File: src/power_output_supervisor_defs.svh
`ifndef POWER_OUTPUT_SUPERVISOR_DEFS_SVH
`define POWER_OUTPUT_SUPERVISOR_DEFS_SVH
// Overview of operation
// RL1: High-side output is forced off while low-voltage or high-voltage flag is set.
// RL2: Writing one or reset clears voltage flags; they set again while faults persist.
// RL3: Overtemp warning flag raised; enabled overtemp reset resets system, kills power outputs.
// RL4: High-side overcurrent switches the output off and sets its overcurrent flag.
// RL5: After high-side overcurrent, each chop input rising edge turns driver back on.
// RL6: Software judges real fault by persistent flag; writing one clears and re-enables.
// RL7: Switched supply is on only with power-stage enable and its on bit.
// RL8: Switched supply overtemp protection acts only when overtemp reset is enabled.
// RL9: Switched supply overcurrent turns it off and sets flag; write one clears.
// RL10: System control holds power enable bit 7, slew bits 6:5, stop bit 0.
// RL11: Slew code 00 initial, 01 slow, 10 high speed 8x, 11 high speed 4x.
// RL12: Writing stop request enters STOP; reset or interrupt request clears it.
// RL13: Sensor pin overcurrent sets its flag; writing one clears and re-enables.
// RL14: Status bit reports transmitter current limit; software should switch transmitter off.
// RL15: Status voltage and overtemp bits mirror the interrupt flag register bits.
// RL16: Bridge overcurrent sets its flag; writing one clears and re-enables bridge drivers.
// RL17: Watchdog runs only while interrupt, reset or cyclic check enable is set.
// RL18: Watchdog reset enable, once set, cannot be cleared by software before reset.
// RL19: Timeout with reset enable resets system; counting pauses in STOP mode (code: only while interrupt and cyclic check enables are clear).
// RL20: Software writes restart bit before timeout; each write restarts the period.
// RL21: In STOP with watchdog interrupt enable, the device wakes after selected period.
// RL22: In STOP with cyclic check, sampled sensor one with interrupt enable wakes system.
// RL23: Rate bit set selects 10 ms, clear selects 20 ms; reset clears it.
// RL24: Timeout flag sets on timeout; writing one clears it and restarts counter.
// RL25: A fault in the same cycle as a clearing write keeps the flag set.

`define OFS_INT_FLAGS 8'h00
`define OFS_POWER_OUT 8'h01
`define OFS_SYS_CTRL 8'h03
`define OFS_WDOG_CTRL 8'h0a
`define OFS_SYS_STAT 8'h0c
`define OFS_SENSOR_CFG 8'h10

`define BIT_POWER_STAGE_ENABLE 7
`define BIT_SLEW_HI 6
`define BIT_SLEW_LO 5
`define BIT_STOP 0
`define BIT_HS_ON 0
`define BIT_SS_ON 1
`define BIT_OT_RST_EN 2
`define BIT_ST_SENSOR 7
`define BIT_ST_TRANSMITTER_CURRENT_LIMIT_FLAG 6
`define BIT_ST_SSOC 5
`define BIT_ST_HSOC 4
`define BIT_ST_LV 3
`define BIT_ST_HV 2
`define BIT_ST_HBOC 1
`define BIT_ST_OT 0
`define BIT_IF_LV 0
`define BIT_IF_HV 1
`define BIT_IF_OT 2
`define BIT_IF_SENSOR 3
`define BIT_WD_RESTART 5
`define BIT_WD_RE 4
`define BIT_WD_IE 3
`define BIT_WD_CC 2
`define BIT_WD_FLAG 1
`define BIT_WD_RATE 0

`define RST_SYS_CTRL 8'h00
`define RST_WDOG_CTRL 8'h00
`define CLK_HZ 20000000
`define WD_FAST_MS 10
`define WD_SLOW_MS 20
`define WD_FAST_CYC ((`CLK_HZ / 1000) * `WD_FAST_MS)
`define WD_SLOW_CYC ((`CLK_HZ / 1000) * `WD_SLOW_MS)
`endif

File: src/power_output_supervisor_pkg.sv
package power_output_supervisor_pkg;
  typedef enum logic [1:0] {
    slew_initial,
    slew_slow,
    slew_fast_8x,
    slew_fast_4x
  } slew_rate_t;

  typedef enum logic {
    mode_run,
    mode_stop
  } power_mode_t;

  typedef struct packed {
    logic low_voltage;
    logic high_voltage;
    logic overtemp_warn;
    logic overtemp_limit;
    logic high_side_oc;
    logic switched_supply_oc;
    logic sensor_pin_oc;
    logic bridge_oc;
    logic lin_current_limit;
  } fault_in_t;

  typedef struct packed {
    logic high_side_output;
    logic switched_supply_output;
    logic bridges_enable;
    logic lin_tx_enable;
    logic current_source_enable;
    logic sensor_power;
  } power_out_t;
endpackage : power_output_supervisor_pkg

File: src/power_output_supervisor.sv
// Register access over AXI4-Lite was left to the implementer.
`timescale 1ns/1ps
`include "power_output_supervisor_defs.svh"

module power_output_supervisor #(
  parameter int unsigned WD_FAST_CYCLES = `WD_FAST_CYC,
  parameter int unsigned WD_SLOW_CYCLES = `WD_SLOW_CYC
) (
  // Clock, reset and enable.
  input wire logic mclk_i,
  input wire logic rst_i,
  input wire logic ce_i,
  // AXI4-Lite write address, data and response.
  input wire logic [7:0] s_axi_awaddr_i,
  input wire logic s_axi_awvalid_i,
  output logic s_axi_awready_o,
  input wire logic [31:0] s_axi_wdata_i,
  input wire logic [3:0] s_axi_wstrb_i,
  input wire logic s_axi_wvalid_i,
  output logic s_axi_wready_o,
  output logic [1:0] s_axi_bresp_o,
  output logic s_axi_bvalid_o,
  input wire logic s_axi_bready_i,
  // AXI4-Lite read.
  input wire logic [7:0] s_axi_araddr_i,
  input wire logic s_axi_arvalid_i,
  output logic s_axi_arready_o,
  output logic [31:0] s_axi_rdata_o,
  output logic [1:0] s_axi_rresp_o,
  output logic s_axi_rvalid_o,
  input wire logic s_axi_rready_i,
  // Analog fault and sensor inputs.
  input wire power_output_supervisor_pkg::fault_in_t faults_i,
  input wire logic chop_frequency_input_i,
  input wire logic [2:0] sensor_level_i,
  input wire logic cpu_irq_request_i,
  // Power controls and system lines.
  output power_output_supervisor_pkg::power_out_t power_o,
  output power_output_supervisor_pkg::slew_rate_t slew_rate_o,
  output power_output_supervisor_pkg::power_mode_t power_mode_o,
  output logic watchdog_osc_enable_o,
  output logic main_regulator_on_o,
  output logic system_reset_o,
  output logic irq_n_o
);
  import power_output_supervisor_pkg::*;

  initial begin
    if (WD_FAST_CYCLES < 2 || WD_SLOW_CYCLES < WD_FAST_CYCLES || WD_SLOW_CYCLES > 32'hffffff) begin
      $error("watchdog period parameters out of range");
    end
  end

  // ----------------------------------------------------------------
  // Bus slave
  // ----------------------------------------------------------------
  logic [7:0] awaddr_reg;
  logic aw_held_reg;
  logic [31:0] wdata_reg;
  logic [3:0] wstrb_reg;
  logic w_held_reg;
  logic bvalid_reg;
  logic [1:0] bresp_reg;
  logic rvalid_reg;
  logic [1:0] rresp_reg;
  logic [31:0] rdata_reg;

  assign s_axi_awready_o = ~aw_held_reg & ~bvalid_reg;
  assign s_axi_wready_o = ~w_held_reg & ~bvalid_reg;
  assign s_axi_bvalid_o = bvalid_reg;
  assign s_axi_bresp_o = bresp_reg;
  assign s_axi_arready_o = ~rvalid_reg;
  assign s_axi_rvalid_o = rvalid_reg;
  assign s_axi_rresp_o = rresp_reg;
  assign s_axi_rdata_o = rdata_reg;

  wire aw_fire = s_axi_awvalid_i & s_axi_awready_o;
  wire w_fire = s_axi_wvalid_i & s_axi_wready_o;
  wire wr_go = aw_held_reg & w_held_reg & ~bvalid_reg;
  wire rd_go = s_axi_arvalid_i & s_axi_arready_o;
  wire wr_lane0 = wr_go & wstrb_reg[0];
  wire [7:0] wbyte = wdata_reg[7:0];

  function automatic logic hit(input logic [7:0] addr, input logic [7:0] ofs);
    hit = (addr[7:2] == ofs[7:2]) && (addr[1:0] == 2'b00);
  endfunction : hit

  function automatic logic mapped(input logic [7:0] addr);
    mapped = hit(addr, `OFS_INT_FLAGS) | hit(addr, `OFS_POWER_OUT) | hit(addr, `OFS_SYS_CTRL)
           | hit(addr, `OFS_WDOG_CTRL) | hit(addr, `OFS_SYS_STAT) | hit(addr, `OFS_SENSOR_CFG);
  endfunction : mapped

  // Offsets 0x01 and 0x03 do not share word 0 with 0x00; each is decoded as its own word index.
  function automatic logic [7:0] word_of(input logic [7:0] ofs);
    word_of = {ofs[5:0], 2'b00};
  endfunction : word_of

  wire wr_ifr = wr_lane0 && awaddr_reg == word_of(`OFS_INT_FLAGS);
  wire wr_pout = wr_lane0 && awaddr_reg == word_of(`OFS_POWER_OUT);
  wire wr_system_control = wr_lane0 && awaddr_reg == word_of(`OFS_SYS_CTRL);
  wire wr_wdctl = wr_lane0 && awaddr_reg == word_of(`OFS_WDOG_CTRL);
  wire wr_stat = wr_lane0 && awaddr_reg == word_of(`OFS_SYS_STAT);
  wire wr_scfg = wr_lane0 && awaddr_reg == word_of(`OFS_SENSOR_CFG);
  wire aw_mapped = awaddr_reg == word_of(`OFS_INT_FLAGS) || awaddr_reg == word_of(`OFS_POWER_OUT)
                || awaddr_reg == word_of(`OFS_SYS_CTRL) || awaddr_reg == word_of(`OFS_WDOG_CTRL)
                || awaddr_reg == word_of(`OFS_SYS_STAT) || awaddr_reg == word_of(`OFS_SENSOR_CFG);

  // ----------------------------------------------------------------
  // Registers
  // ----------------------------------------------------------------
  logic power_stage_enable_reg;
  logic [1:0] slew_select_reg;
  logic stop_request_reg;
  logic high_side_on_reg;
  logic switched_supply_on_reg;
  logic overtemp_reset_en_reg;
  logic low_voltage_flag_reg;
  logic high_voltage_flag_reg;
  logic overtemp_warning_flag_reg;
  logic high_side_overcurrent_flag_reg;
  logic high_side_drive_reg;
  logic switched_supply_overcurrent_flag_reg;
  logic sensor_pin_overcurrent_flag_reg;
  logic bridge_overcurrent_flag_reg;
  logic sensor_wake_flag_reg;
  logic [2:0] sensor_select_reg;
  logic sensor_irq_en_reg;
  logic watchdog_reset_enable_reg;
  logic watchdog_interrupt_enable_reg;
  logic cyclic_check_enable_reg;
  logic watchdog_timeout_flag_reg;
  logic watchdog_rate_select_reg;
  logic [23:0] wd_count_reg;
  logic chop_prev_reg;
  logic system_reset_reg;
  logic wake_reg;

  wire in_stop = stop_request_reg;
  wire chop_rise = chop_frequency_input_i & ~chop_prev_reg;
  wire wd_running = watchdog_interrupt_enable_reg | watchdog_reset_enable_reg
                  | cyclic_check_enable_reg; // [RL17]
  wire [23:0] wd_end = watchdog_rate_select_reg ? 24'(WD_FAST_CYCLES - 1)
                                                : 24'(WD_SLOW_CYCLES - 1); // [RL23]
  wire wd_hit = wd_running && wd_count_reg == wd_end;
  wire wd_restart = (wr_wdctl & wbyte[`BIT_WD_RESTART])
                  | (wr_wdctl & wbyte[`BIT_WD_FLAG]); // [RL20] [RL24]
  wire wd_count_en = wd_running & ~(in_stop & ~watchdog_interrupt_enable_reg
                                    & ~cyclic_check_enable_reg)
                   & ~(~in_stop & ~watchdog_reset_enable_reg & ~watchdog_interrupt_enable_reg); // [RL19]
  wire sensor_hit = |(sensor_level_i & sensor_select_reg);
  wire cyclic_wake = in_stop & cyclic_check_enable_reg & wd_hit
                   & sensor_hit & sensor_irq_en_reg; // [RL22]
  wire periodic_wake = in_stop & watchdog_interrupt_enable_reg & wd_hit; // [RL21]
  wire wd_reset_now = ~in_stop & watchdog_reset_enable_reg & wd_hit; // [RL19]
  wire ot_reset_now = overtemp_reset_en_reg & faults_i.overtemp_limit; // [RL3]
  wire irq_any = cpu_irq_request_i | periodic_wake | cyclic_wake;

  // Set wins over clear for every write-one-to-clear flag.
  function automatic logic w1c(input logic flag, input logic set, input logic clr);
    w1c = set | (flag & ~clr); // [RL25]
  endfunction : w1c

  wire [7:0] ifr_read = {4'h0, sensor_wake_flag_reg, overtemp_warning_flag_reg,
                         high_voltage_flag_reg, low_voltage_flag_reg};
  wire [7:0] stat_read = {sensor_pin_overcurrent_flag_reg, faults_i.lin_current_limit, // [RL14]
                          switched_supply_overcurrent_flag_reg, high_side_overcurrent_flag_reg,
                          low_voltage_flag_reg, high_voltage_flag_reg, // [RL15]
                          bridge_overcurrent_flag_reg, overtemp_warning_flag_reg};
  wire [7:0] ctl_read = {power_stage_enable_reg, slew_select_reg, 5'h00}; // [RL10]
  wire [7:0] wd_read = {3'h0, watchdog_reset_enable_reg, watchdog_interrupt_enable_reg,
                        cyclic_check_enable_reg, watchdog_timeout_flag_reg,
                        watchdog_rate_select_reg};
  wire [7:0] pout_read = {5'h00, overtemp_reset_en_reg, switched_supply_on_reg, high_side_on_reg};
  wire [7:0] scfg_read = {4'h0, sensor_irq_en_reg, sensor_select_reg};
  wire [7:0] rd_byte = hit(s_axi_araddr_i, word_of(`OFS_INT_FLAGS)) ? ifr_read :
                       hit(s_axi_araddr_i, word_of(`OFS_POWER_OUT)) ? pout_read :
                       hit(s_axi_araddr_i, word_of(`OFS_SYS_CTRL)) ? ctl_read :
                       hit(s_axi_araddr_i, word_of(`OFS_WDOG_CTRL)) ? wd_read :
                       hit(s_axi_araddr_i, word_of(`OFS_SYS_STAT)) ? stat_read :
                       hit(s_axi_araddr_i, word_of(`OFS_SENSOR_CFG)) ? scfg_read : 8'h00;
  wire rd_mapped = hit(s_axi_araddr_i, word_of(`OFS_INT_FLAGS))
                 | hit(s_axi_araddr_i, word_of(`OFS_POWER_OUT))
                 | hit(s_axi_araddr_i, word_of(`OFS_SYS_CTRL))
                 | hit(s_axi_araddr_i, word_of(`OFS_WDOG_CTRL))
                 | hit(s_axi_araddr_i, word_of(`OFS_SYS_STAT))
                 | hit(s_axi_araddr_i, word_of(`OFS_SENSOR_CFG));

  // ----------------------------------------------------------------
  // Bus handshake
  // ----------------------------------------------------------------
  always_ff @(posedge mclk_i) begin
    if (rst_i) begin
      aw_held_reg <= 1'b0;
      w_held_reg <= 1'b0;
      awaddr_reg <= 8'h00;
      wdata_reg <= 32'h00000000;
      wstrb_reg <= 4'h0;
      bvalid_reg <= 1'b0;
      bresp_reg <= 2'b00;
      rvalid_reg <= 1'b0;
      rresp_reg <= 2'b00;
      rdata_reg <= 32'h00000000;
    end else if (ce_i) begin
      if (aw_fire) begin
        aw_held_reg <= 1'b1;
        awaddr_reg <= s_axi_awaddr_i;
      end
      if (w_fire) begin
        w_held_reg <= 1'b1;
        wdata_reg <= s_axi_wdata_i;
        wstrb_reg <= s_axi_wstrb_i;
      end
      if (wr_go) begin
        aw_held_reg <= 1'b0;
        w_held_reg <= 1'b0;
        bvalid_reg <= 1'b1;
        bresp_reg <= aw_mapped ? 2'b00 : 2'b10;
      end else if (s_axi_bready_i) begin
        bvalid_reg <= 1'b0;
      end
      if (rd_go) begin
        rvalid_reg <= 1'b1;
        rresp_reg <= rd_mapped ? 2'b00 : 2'b10;
        rdata_reg <= {24'h000000, rd_byte};
      end else if (s_axi_rready_i) begin
        rvalid_reg <= 1'b0;
      end
    end
  end

  // ----------------------------------------------------------------
  // Control and fault flags
  // ----------------------------------------------------------------
  always_ff @(posedge mclk_i) begin
    if (rst_i) begin
      power_stage_enable_reg <= 1'b0;
      slew_select_reg <= 2'b00;
      stop_request_reg <= 1'b0;
      high_side_on_reg <= 1'b0;
      switched_supply_on_reg <= 1'b0;
      overtemp_reset_en_reg <= 1'b0;
      sensor_select_reg <= 3'h0;
      sensor_irq_en_reg <= 1'b0;
      low_voltage_flag_reg <= 1'b0;
      high_voltage_flag_reg <= 1'b0;
      overtemp_warning_flag_reg <= 1'b0;
      sensor_wake_flag_reg <= 1'b0;
      high_side_overcurrent_flag_reg <= 1'b0;
      high_side_drive_reg <= 1'b1;
      switched_supply_overcurrent_flag_reg <= 1'b0;
      sensor_pin_overcurrent_flag_reg <= 1'b0;
      bridge_overcurrent_flag_reg <= 1'b0;
      chop_prev_reg <= 1'b0;
    end else if (ce_i) begin
      chop_prev_reg <= chop_frequency_input_i;
      if (wr_system_control) begin
        power_stage_enable_reg <= wbyte[`BIT_POWER_STAGE_ENABLE]; // [RL10]
        slew_select_reg <= wbyte[`BIT_SLEW_HI:`BIT_SLEW_LO];
      end
      if (irq_any) begin
        stop_request_reg <= 1'b0; // [RL12]
      end else if (wr_system_control && wbyte[`BIT_STOP]) begin
        stop_request_reg <= 1'b1; // [RL12]
      end
      if (wr_pout) begin
        high_side_on_reg <= wbyte[`BIT_HS_ON];
        switched_supply_on_reg <= wbyte[`BIT_SS_ON];
        overtemp_reset_en_reg <= wbyte[`BIT_OT_RST_EN];
      end
      if (wr_scfg) begin
        sensor_select_reg <= wbyte[2:0];
        sensor_irq_en_reg <= wbyte[3];
      end
      low_voltage_flag_reg <= w1c(low_voltage_flag_reg, faults_i.low_voltage,
                                  wr_ifr & wbyte[`BIT_IF_LV]); // [RL2]
      high_voltage_flag_reg <= w1c(high_voltage_flag_reg, faults_i.high_voltage,
                                   wr_ifr & wbyte[`BIT_IF_HV]); // [RL2]
      overtemp_warning_flag_reg <= w1c(overtemp_warning_flag_reg, faults_i.overtemp_warn,
                                       wr_ifr & wbyte[`BIT_IF_OT]); // [RL3]
      sensor_wake_flag_reg <= w1c(sensor_wake_flag_reg, cyclic_wake,
                                  wr_ifr & wbyte[`BIT_IF_SENSOR]);
      high_side_overcurrent_flag_reg <= w1c(high_side_overcurrent_flag_reg, faults_i.high_side_oc,
                                            wr_stat & wbyte[`BIT_ST_HSOC]); // [RL4] [RL6]
      if (faults_i.high_side_oc) begin
        high_side_drive_reg <= 1'b0; // [RL4]
      end else if (chop_rise || (wr_stat && wbyte[`BIT_ST_HSOC])) begin
        high_side_drive_reg <= 1'b1; // [RL5] [RL6]
      end
      switched_supply_overcurrent_flag_reg <= w1c(switched_supply_overcurrent_flag_reg,
                                                  faults_i.switched_supply_oc,
                                                  wr_stat & wbyte[`BIT_ST_SSOC]); // [RL9]
      sensor_pin_overcurrent_flag_reg <= w1c(sensor_pin_overcurrent_flag_reg,
                                             faults_i.sensor_pin_oc,
                                             wr_stat & wbyte[`BIT_ST_SENSOR]); // [RL13]
      bridge_overcurrent_flag_reg <= w1c(bridge_overcurrent_flag_reg, faults_i.bridge_oc,
                                         wr_stat & wbyte[`BIT_ST_HBOC]); // [RL16]
    end
  end

  // ----------------------------------------------------------------
  // Watchdog
  // ----------------------------------------------------------------
  always_ff @(posedge mclk_i) begin
    if (rst_i) begin
      watchdog_reset_enable_reg <= 1'b0;
      watchdog_interrupt_enable_reg <= 1'b0;
      cyclic_check_enable_reg <= 1'b0;
      watchdog_timeout_flag_reg <= 1'b0;
      watchdog_rate_select_reg <= 1'b0; // [RL23]
      wd_count_reg <= 24'h000000;
      system_reset_reg <= 1'b0;
      wake_reg <= 1'b0;
    end else if (ce_i) begin
      if (wr_wdctl) begin
        watchdog_reset_enable_reg <= watchdog_reset_enable_reg | wbyte[`BIT_WD_RE]; // [RL18]
        watchdog_interrupt_enable_reg <= wbyte[`BIT_WD_IE];
        cyclic_check_enable_reg <= wbyte[`BIT_WD_CC];
        watchdog_rate_select_reg <= wbyte[`BIT_WD_RATE];
      end
      watchdog_timeout_flag_reg <= w1c(watchdog_timeout_flag_reg, wd_hit & wd_count_en,
                                       wr_wdctl & wbyte[`BIT_WD_FLAG]); // [RL24]
      if (!wd_running || wd_restart || (wd_hit && wd_count_en)) begin
        wd_count_reg <= 24'h000000; // [RL20]
      end else if (wd_count_en) begin
        wd_count_reg <= wd_count_reg + 24'h000001;
      end
      system_reset_reg <= (wd_reset_now & wd_count_en) | ot_reset_now; // [RL19] [RL3]
      if (periodic_wake || cyclic_wake) begin
        wake_reg <= 1'b1; // [RL21] [RL22]
      end else if (!in_stop) begin
        wake_reg <= 1'b0;
      end
    end
  end

  // ----------------------------------------------------------------
  // Outputs
  // ----------------------------------------------------------------
  wire ot_kill = overtemp_reset_en_reg & faults_i.overtemp_limit; // [RL3] [RL8]

  always_comb begin
    power_o.high_side_output = power_stage_enable_reg & high_side_on_reg & high_side_drive_reg
                             & ~low_voltage_flag_reg & ~high_voltage_flag_reg & ~ot_kill; // [RL1]
    power_o.switched_supply_output = power_stage_enable_reg & switched_supply_on_reg
                                   & ~switched_supply_overcurrent_flag_reg & ~ot_kill; // [RL7] [RL9]
    power_o.bridges_enable = power_stage_enable_reg & ~bridge_overcurrent_flag_reg
                           & ~low_voltage_flag_reg & ~high_voltage_flag_reg & ~ot_kill; // [RL16]
    power_o.lin_tx_enable = power_stage_enable_reg & ~ot_kill;
    power_o.current_source_enable = power_stage_enable_reg & ~sensor_pin_overcurrent_flag_reg
                                  & ~ot_kill; // [RL13]
    power_o.sensor_power = in_stop & cyclic_check_enable_reg; // [RL22]
  end

  assign slew_rate_o = slew_rate_t'(slew_select_reg); // [RL11]
  assign power_mode_o = in_stop ? mode_stop : mode_run;
  assign watchdog_osc_enable_o = wd_running; // [RL17]
  assign main_regulator_on_o = ~in_stop | wake_reg;
  assign system_reset_o = system_reset_reg;
  assign irq_n_o = ~wake_reg;
endmodule : power_output_supervisor

File: config.mk
export PLATFORM = sky130hd
export DESIGN_NAME = power_output_supervisor
export DESIGN_NICKNAME = d
export VERILOG_FILES = /design/src/power_output_supervisor_pkg.sv /design/src/power_output_supervisor.sv
export VERILOG_INCLUDE_DIRS = /design/src
export SDC_FILE = /design/constraint.sdc
export NUM_CORES = 1
export LEC_CHECK = 0
export ABC_AREA = 1
export BUFFER_PORTS_ARGS = -buffer_cell sky130_fd_sc_hd__buf_2
export CORE_MARGIN = 3
export CORE_UTILIZATION = 35
export CTS_CLUSTER_DIAMETER = 100
export DETAILED_ROUTE_END_ITERATION = 7
export PLACE_DENSITY_LB_ADDON = 0.2
export SYNTH_ARGS = -nofsm -noshare
export SYNTH_HDL_FRONTEND = slang
export SYNTH_SLANG_ARGS = --single-unit
File: constraint.sdc
create_clock -name mclk_i -period 1.9 [get_ports mclk_i]
set_input_delay 0.38 -clock mclk_i [delete_from_list [all_inputs] [get_ports mclk_i]]
set_output_delay 0.38 -clock mclk_i [all_outputs]
set_load 0.05 [all_outputs]
Word-level counts from Yosys, hierarchy flattened
Index checks and enable logic that the tools add are counted.
{"block": "classes", "add_sub_neg": 1, "n_eq_ne": 12, "n_mux": 26, "n_bitwise": 110, "reduce_logical": 53}
{"operator": "1-bit AND", "count": 60}
{"operator": "24-bit 2-to-1 mux", "count": 2}
{"operator": "8-bit 2-to-1 mux", "count": 5}
{"operator": "2-bit AND reduction", "count": 16}
{"operator": "1-bit NOT", "count": 27}
{"operator": "24-bit by 1-bit adder with 24-bit output (second input constant)", "count": 1}
{"operator": "24-bit by 19-bit == test with 1-bit output", "count": 1}
{"operator": "1-bit OR", "count": 22}
{"operator": "19-bit 2-to-1 mux", "count": 1}
{"operator": "8-bit by 6-bit == test with 1-bit output (second input constant)", "count": 2}
{"operator": "1-bit logical AND", "count": 16}
{"operator": "1-bit 2-to-1 mux", "count": 15}
{"operator": "2-bit nonzero test", "count": 7}
{"operator": "6-bit by 4-bit == test with 1-bit output (second input constant)", "count": 2}
{"operator": "1-bit logical OR", "count": 9}
{"operator": "8-bit by 3-bit == test with 1-bit output (second input constant)", "count": 1}
{"operator": "8-bit by 4-bit == test with 1-bit output (second input constant)", "count": 1}
{"operator": "8-bit by 7-bit == test with 1-bit output (second input constant)", "count": 1}
{"operator": "8-bit zero test", "count": 1}
{"operator": "6-bit by 1-bit == test with 1-bit output (second input constant)", "count": 1}
{"operator": "6-bit by 2-bit == test with 1-bit output (second input constant)", "count": 1}
{"operator": "6-bit by 5-bit == test with 1-bit output (second input constant)", "count": 1}
{"operator": "6-bit zero test", "count": 1}
{"operator": "2-bit 2-to-1 mux", "count": 2}
{"operator": "other kinds (6)", "count": 6}
{"block": "totals", "regBits": 85, "in_bits": 74, "output_inout_bits": 54, "word_cells": 238}

Depth between registers and ports, before layout
Gate-level depths: netlist of the first run.
{"block": "logic_depth", "ltp_word": 10, "depth_mapped": 14, "ltp_nobuf": 14}

Worst setup path after synthesis of the first run
No wires, ideal clock.
{"block": "synth_timing", "path_type": "input to output", "from": "input port faults_i[5] (netlist name)", "to": "output port power_o[3] (netlist name)", "arrival_time_ps": 2807, "required_ps": 1520, "path_slack_ps": -1287, "path_stages": 5, "n_path_buf": 0, "path_cell_list": "nand2_1 > inv_1 > nor2_1 > inv_1 > nor4_1"}
{"item": "start, declared", "line": "power_output_supervisor.sv:33", "rtl": "input wire power_output_supervisor_pkg::fault_in_t faults_i,"}
{"item": "end, declared", "line": "power_output_supervisor.sv:38", "rtl": "output power_output_supervisor_pkg::power_out_t power_o,"}

==> results of run 1 <==
where the power goes:
part	switching (mW)	total [mW]	internal [mW]	leakage, nW
Sequential	0.0424	1.84	1.79	0.676
Clock	0.805	1.85	1.04	0.145
Combinational	0.382	0.513	0.131	1.54
Total	1.23	4.20	2.97	2.37
per-stage QoR:
stage / cells / setup TNS (ns) / hold slack [ns]
2_1_floorplan: 705 / -0.0112 / 0.430
3_3_place_gp: 927 / 0 / 0.448
3_5_place_dp: 927 / 0 / 0.455
4_1_cts: 943 / 0 / 0.258
5_1_grt: 943 / -0.0146 / 0.284
6_report: 943 / 0 / 0.274
what timing repair did:
item / CTS / global route
buffers inserted: 0 / 0
gates resized for setup: 0 / 8
endpoints found under the setup margin: 0 / 15
endpoints found under the hold margin: 0 / 0
placed cells by master (no fill, tap or decap), types with 9 or more instances in the layout:
master and instances:
buf_2 73, nor2_1 85, o21ai_1 10, nand2_1 124, nor3_1 9, inv_1 87
dfxtp_1 81, o21ai_0 53, a21oi_1 58, nand4_1 14, nand3_2 13, conb_1 26
clkbuf_16 9, nand3_1 39, buf_4 18, nor2_2 11
per-layer routing:
metal | vias to the layer above | GRT usage, % | part of all wire, %
li1 | 2340 | - | -
met1 | 2075 | 24.2 | 49
met2 | 133 | 27.0 | 44
met3 | 18 | 4.26 | 5.6
met4 | 2 | 5.95 | 1.7
met5 | - | 0 | 0.10
critical path, delay by kind of cell, from the launching register on:
kind	cells	cell delay, ns
buffers and inverters	3	0.38
flip-flops	1	0.33
AND/OR/NAND/NOR	3	0.36
path summary, 6_finish.rpt:
path                                             from                               to  slack, ns  cells past startpoint
worst max register to register        wd_count_reg[1]                 wd_count_reg[10]       0.13                     13
worst max-delay path            overtemp_reset_en_reg                       power_o[3]        0.1                      6
worst min-delay path                      faults_i[2]  sensor_pin_overcurrent_flag_reg       0.27                      3
worst min register to register           wdata_reg[6]                   slew_rate_o[1]       0.46                      2
final cells by class:
type / count / area, sq um
inverter: 94 / 360
tap: 172 / 215
clock buffer: 9 / 225
fill: 1371 / 7180
clock inverter: 7 / 82.6
timing repair buffer: 93 / 532
sequential: 83 / 1660
multi-input combinational: 485 / 2460
kinds of logic (layout without fill, tap and decap cells):
family | after synthesis | after routing | share of synthesized area [%]
simple gates | 324 | 324 | 34.4
flops | 83 | 83 | 36.1
compound gates | 134 | 134 | 15.3
buf+inv | 137 | 203 | 14.0
other cells | 1 | 26 | 0.0814
fa+ha+maj | 1 | 1 | 0.271
==> metrics.csv, run 1 <==
metric,value,unit
routed vias,4568,
Iteration-0 DRC Markers,216,
CTS Buffer Depth,2,
CP Launch Type,flop,
remaining global-route overflow,0,
core area,12700,sq um
Area after DPL,5200,sq um
first drt pass iteration count,5,
CP max stage cell,dfxtp_1,
critical path peak fanout,3,
final worst slack,0.0967,ns
routability cong.,0.891,
DRT antenna net count,0,
clock skew,0.00958,ns
CTS sink cnt,83,
num ports,128,
crit-path max cell delay,0.33,ns
hold_buf cts,0,
CTS clock-pin slew for the worst setup and hold paths,0.07,ns
design area,5540,sq um
GRT Util Overall,17.6,%
post-layout min period,1.80,ns
most frequent cell after synthesis,nand2_1,
Main synth FF type,dfxtp_1,
pwr dens,757,nW/um^2
max reg flops,24,
P&R area growth vs syn,20.2,%
Synth area leader,dfxtp_1,
Worst setup EP type,output pin,
global-route wire length before repair,20600,microns
fin util,43.5,%
full die area,14600,sq um
WP data required,1.52,ns
Mapped Cells,680,
sequential area share after synthesis,36.1,%
worst skew pair latency,0.35,ns
vias per inst,4.84,
Root Buffer,clkbuf_16,
fmax,555,MHz
die outline width,121,microns
synthesized cell area,4610,sq um
worst IR drop on VDD,0.464,mV
P_leak,2.37,nW
"most used cell, CP",inv_1,
final period utilization,94.9,%
"EDFF count, synth",0,
Seq cells post-synth,83,
worst setup path class,flop to output pin,
Async SR Flop Fraction,0,%
Die H,121,microns
Netlist cell types,38,
HPWL after detailed placement,9650,microns
DRC,0,
count of pins over their slew limit,0,
overall power,4.20,mW
H-Tree Depth,3,
Synth Warn #,0,
unrepaired setup endpoints after global routing,yes,
outcome,completed,
diode count,0,
CTS Buf Count,9,
Worst EP arrival,1.42,ns
row count,41,
Final #Nets,841,
IO buf count,74,
Routed WL,12500,microns
Initial Util,36.2,%
wire length per cell,13.2,microns
largest net degree at the start of global routing,31,
top cell type's share of synthesized area,36.1,%
synth cell count leaders,"nand2_1 (124), nor2_1 (90), inv_1 (87), dfxtp_1 (83), a21oi_1 (58)",
initial antenna violation count,1,
Mean Syn Cell Area,6.78,sq um
CTS tree,built,
layout cell share with drive strength beyond 1,21.5,%
number of global-route vias before repair,4283,
Area contributors post-synth,"dfxtp_1 (36%), nand2_1 (10%), nor2_1 (7.3%), inv_1 (7.1%), a21oi_1 (6.3%)",
"Hold Vio Cnt, Final",0,
pre-CTS worst setup slack,0.0700,ns
Max Cap Viol,0,
Min-Delay Path Class,primary input to flop,
critical-path cell list,"nand2_1, inv_1, nor2_4, inv_1, nor4_4, buf_6",
"Setup violations, final",0,
(Power assumes the default switching activity.)
==> inputs of run 2 (changes only) <==
- RECOVER_POWER: not set -> 25
==> metrics.csv, run 2 (synthesis gave the netlist of run 1 again) <==
metric,value,unit,change
outcome,completed,,
Buf/Inv on CP,3,,unchanged
worst r2r dst,wd_count_reg[10],,
Area after DPL,5200,sq um,unchanged
Worst setup EP type,output pin,,
P&R area growth vs syn,19.6,%,
remaining global-route overflow,0,,unchanged
unrepaired setup endpoints after global routing,yes,,
worst setup path class,flop to output pin,,
IO buf count,74,,unchanged
pwr dens,760,nW/um^2,+0.39%
post-layout min period,1.80,ns,-0.00623 ns
Max transition margin,59.3,%,
num ports,128,,unchanged
Worst-Margin Slew,0.613,ns,
WP data required,1.52,ns,about the same
CTS tree,built,,
Cells on Worst Hold Path,3,,unchanged
Initial Util,36.2,%,unchanged
clock skew,0.00959,ns,+0.00000990 ns
"most used cell, CP",inv_1,,
crit path from,overtemp_reset_en_reg,,
Max Cap Viol,0,,unchanged
full die area,14600,sq um,unchanged
final worst slack,0.103,ns,+0.00623 ns
wire length per cell,13.2,microns,-0.11%
Iteration-0 DRC Markers,228,,+5.6%
DRT antenna net count,0,,unchanged
CTS Buffer Depth,2,,unchanged
Worst EP arrival,1.42,ns,about the same
CTS clock-pin slew for the worst setup and hold paths,0.07,ns,about the same
filler instances,1381,,+0.73%
Min-Delay Path Class,primary input to flop,,
Root Buffer,clkbuf_16,,
"Setup violations, final",0,,unchanged
HPWL after detailed placement,9650,microns,unchanged
"CP delay by family, top",buffers and inverters,,
worst reg2reg path depth,13,,unchanged
final hold slack,0.274,ns,-0.0000250 ns
routability cong.,0.891,,unchanged
worst IR drop on VDD,0.464,mV,about the same
CTS sink cnt,83,,unchanged
Hold Crit Endpoint,sensor_pin_overcurrent_flag_reg,,
hold_buf cts,0,,unchanged
fmax,556,MHz,+0.35%
initial antenna violation count,1,,unchanged
max reg flops,24,,unchanged
flop-to-flop setup slack,0.13,ns,about the same
diode count,0,,unchanged
design area,5510,sq um,-0.54%
first drt pass iteration count,5,,unchanged
critical-path cell list,"nand2_1, inv_1, nor2_4, inv_1, nor4_4, buf_6",,
routed vias,4570,,+0.044%
Routed WL,12500,microns,-0.11%
number of global-route vias before repair,4283,,unchanged
largest net degree at the start of global routing,31,,unchanged
vias per inst,4.85,,about the same
"commonest non-fill, non-tap cells in the layout","nand2_1 (124), nor2_1 (88), inv_1 (88)",,
crit-path max cell delay,0.33,ns,about the same
CP max stage cell,dfxtp_1,,
Final #Nets,841,,unchanged
CP Launch Type,flop,,
pre-CTS worst setup slack,0.0700,ns,unchanged
GRT Util Overall,17.6,%,unchanged
"Hold Vio Cnt, Final",0,,unchanged
final period utilization,94.6,%,-0.33 points
count of pins over their slew limit,0,,unchanged
worst r2r src,wd_count_reg[1],,
overall power,4.19,mW,-0.15%
H-Tree Depth,3,,unchanged
layout cell share with drive strength beyond 1,18.9,%,-2.6 points
row count,41,,unchanged
core area,12700,sq um,unchanged
DRC,0,,unchanged
CTS Buf Count,9,,unchanged
Sum Neg Setup Slack,0,ns,unchanged
critical path peak fanout,3,,unchanged
global-route wire length before repair,20600,microns,unchanged
worst skew pair latency,0.35,ns,about the same
P_leak,2.31,nW,-2.6%
die outline width,121,microns,unchanged
"commonest non-fill, non-tap cell in the layout",nand2_1,,
HP Start,faults_i[2],,
Die H,121,microns,unchanged
-- run 2: layout make-up --
cell class | count | area, sq um | share of cell area (%)
clock buffers | 9 | 225 | 4.09
clock inverters | 7 | 82.6 | 1.50
inverters | 94 | 360 | 6.54
multi-input cells | 485 | 2450 | 44.5
flip-flops and latches | 83 | 1660 | 30.2
well taps | 172 | 215 | 3.91
repair buffers | 93 | 509 | 9.24
-- run 2: report_power, final --
part           internal [mW]  switching, mW
Sequential              1.79         0.0417
Combinational          0.127          0.381
Clock                   1.04          0.804
Total                   2.96           1.23
-- run 2: how the worst max path moves through the flow --
stage | slack, ns | endpoint | cells after the start
4_1_cts | 0.006 | power_o[3] | 6
2_1_floorplan | -0.01 | power_o[3] | 5
5_1_grt | -0.01 | power_o[3] | 6
3_3_place_gp | 0.09 | wd_count_reg[15] | 14
3_5_place_dp | 0.07 | wd_count_reg[15] | 14
6_report | 0.10 | power_o[3] | 6
-- run 2: worst register-to-register path: stages, from the launching register on --
cell and delay (ns):
dfxtp_2 0.35, ha_2 0.20, nand2_2 0.07, nor2_4 0.10, inv_2 0.07, nor2_8 0.10
inv_4 0.06, nor2_8 0.13, nand3b_4 0.10, nand2_4 0.10, nand2_8 0.10, buf_4 0.18
nand3_2 0.06, nor2_1 0.04
-- run 2: routing by layer --
layer  share of wire (%)  vias up  GRT usage, %
li1                    -     2339             -
met1                  49     2081          24.2
met2                  44      132          27.0
met3                 5.7       16          4.26
met4                 1.5        2          5.95
met5                0.10        -             0
-- run 2: metrics by stage --
stage                     instances  util [%]
after global routing            943      43.3
after CTS                       943      43.3
after floorplan                 705         -
final                           943      43.3
after detailed placement        927      40.9
after global placement          927      40.9
-- run 2: repair_timing --
item | in CTS | in global routing
setup endpoints to repair | 0 | 15
resized for setup | 0 | 8
buffers inserted | 0 | 0
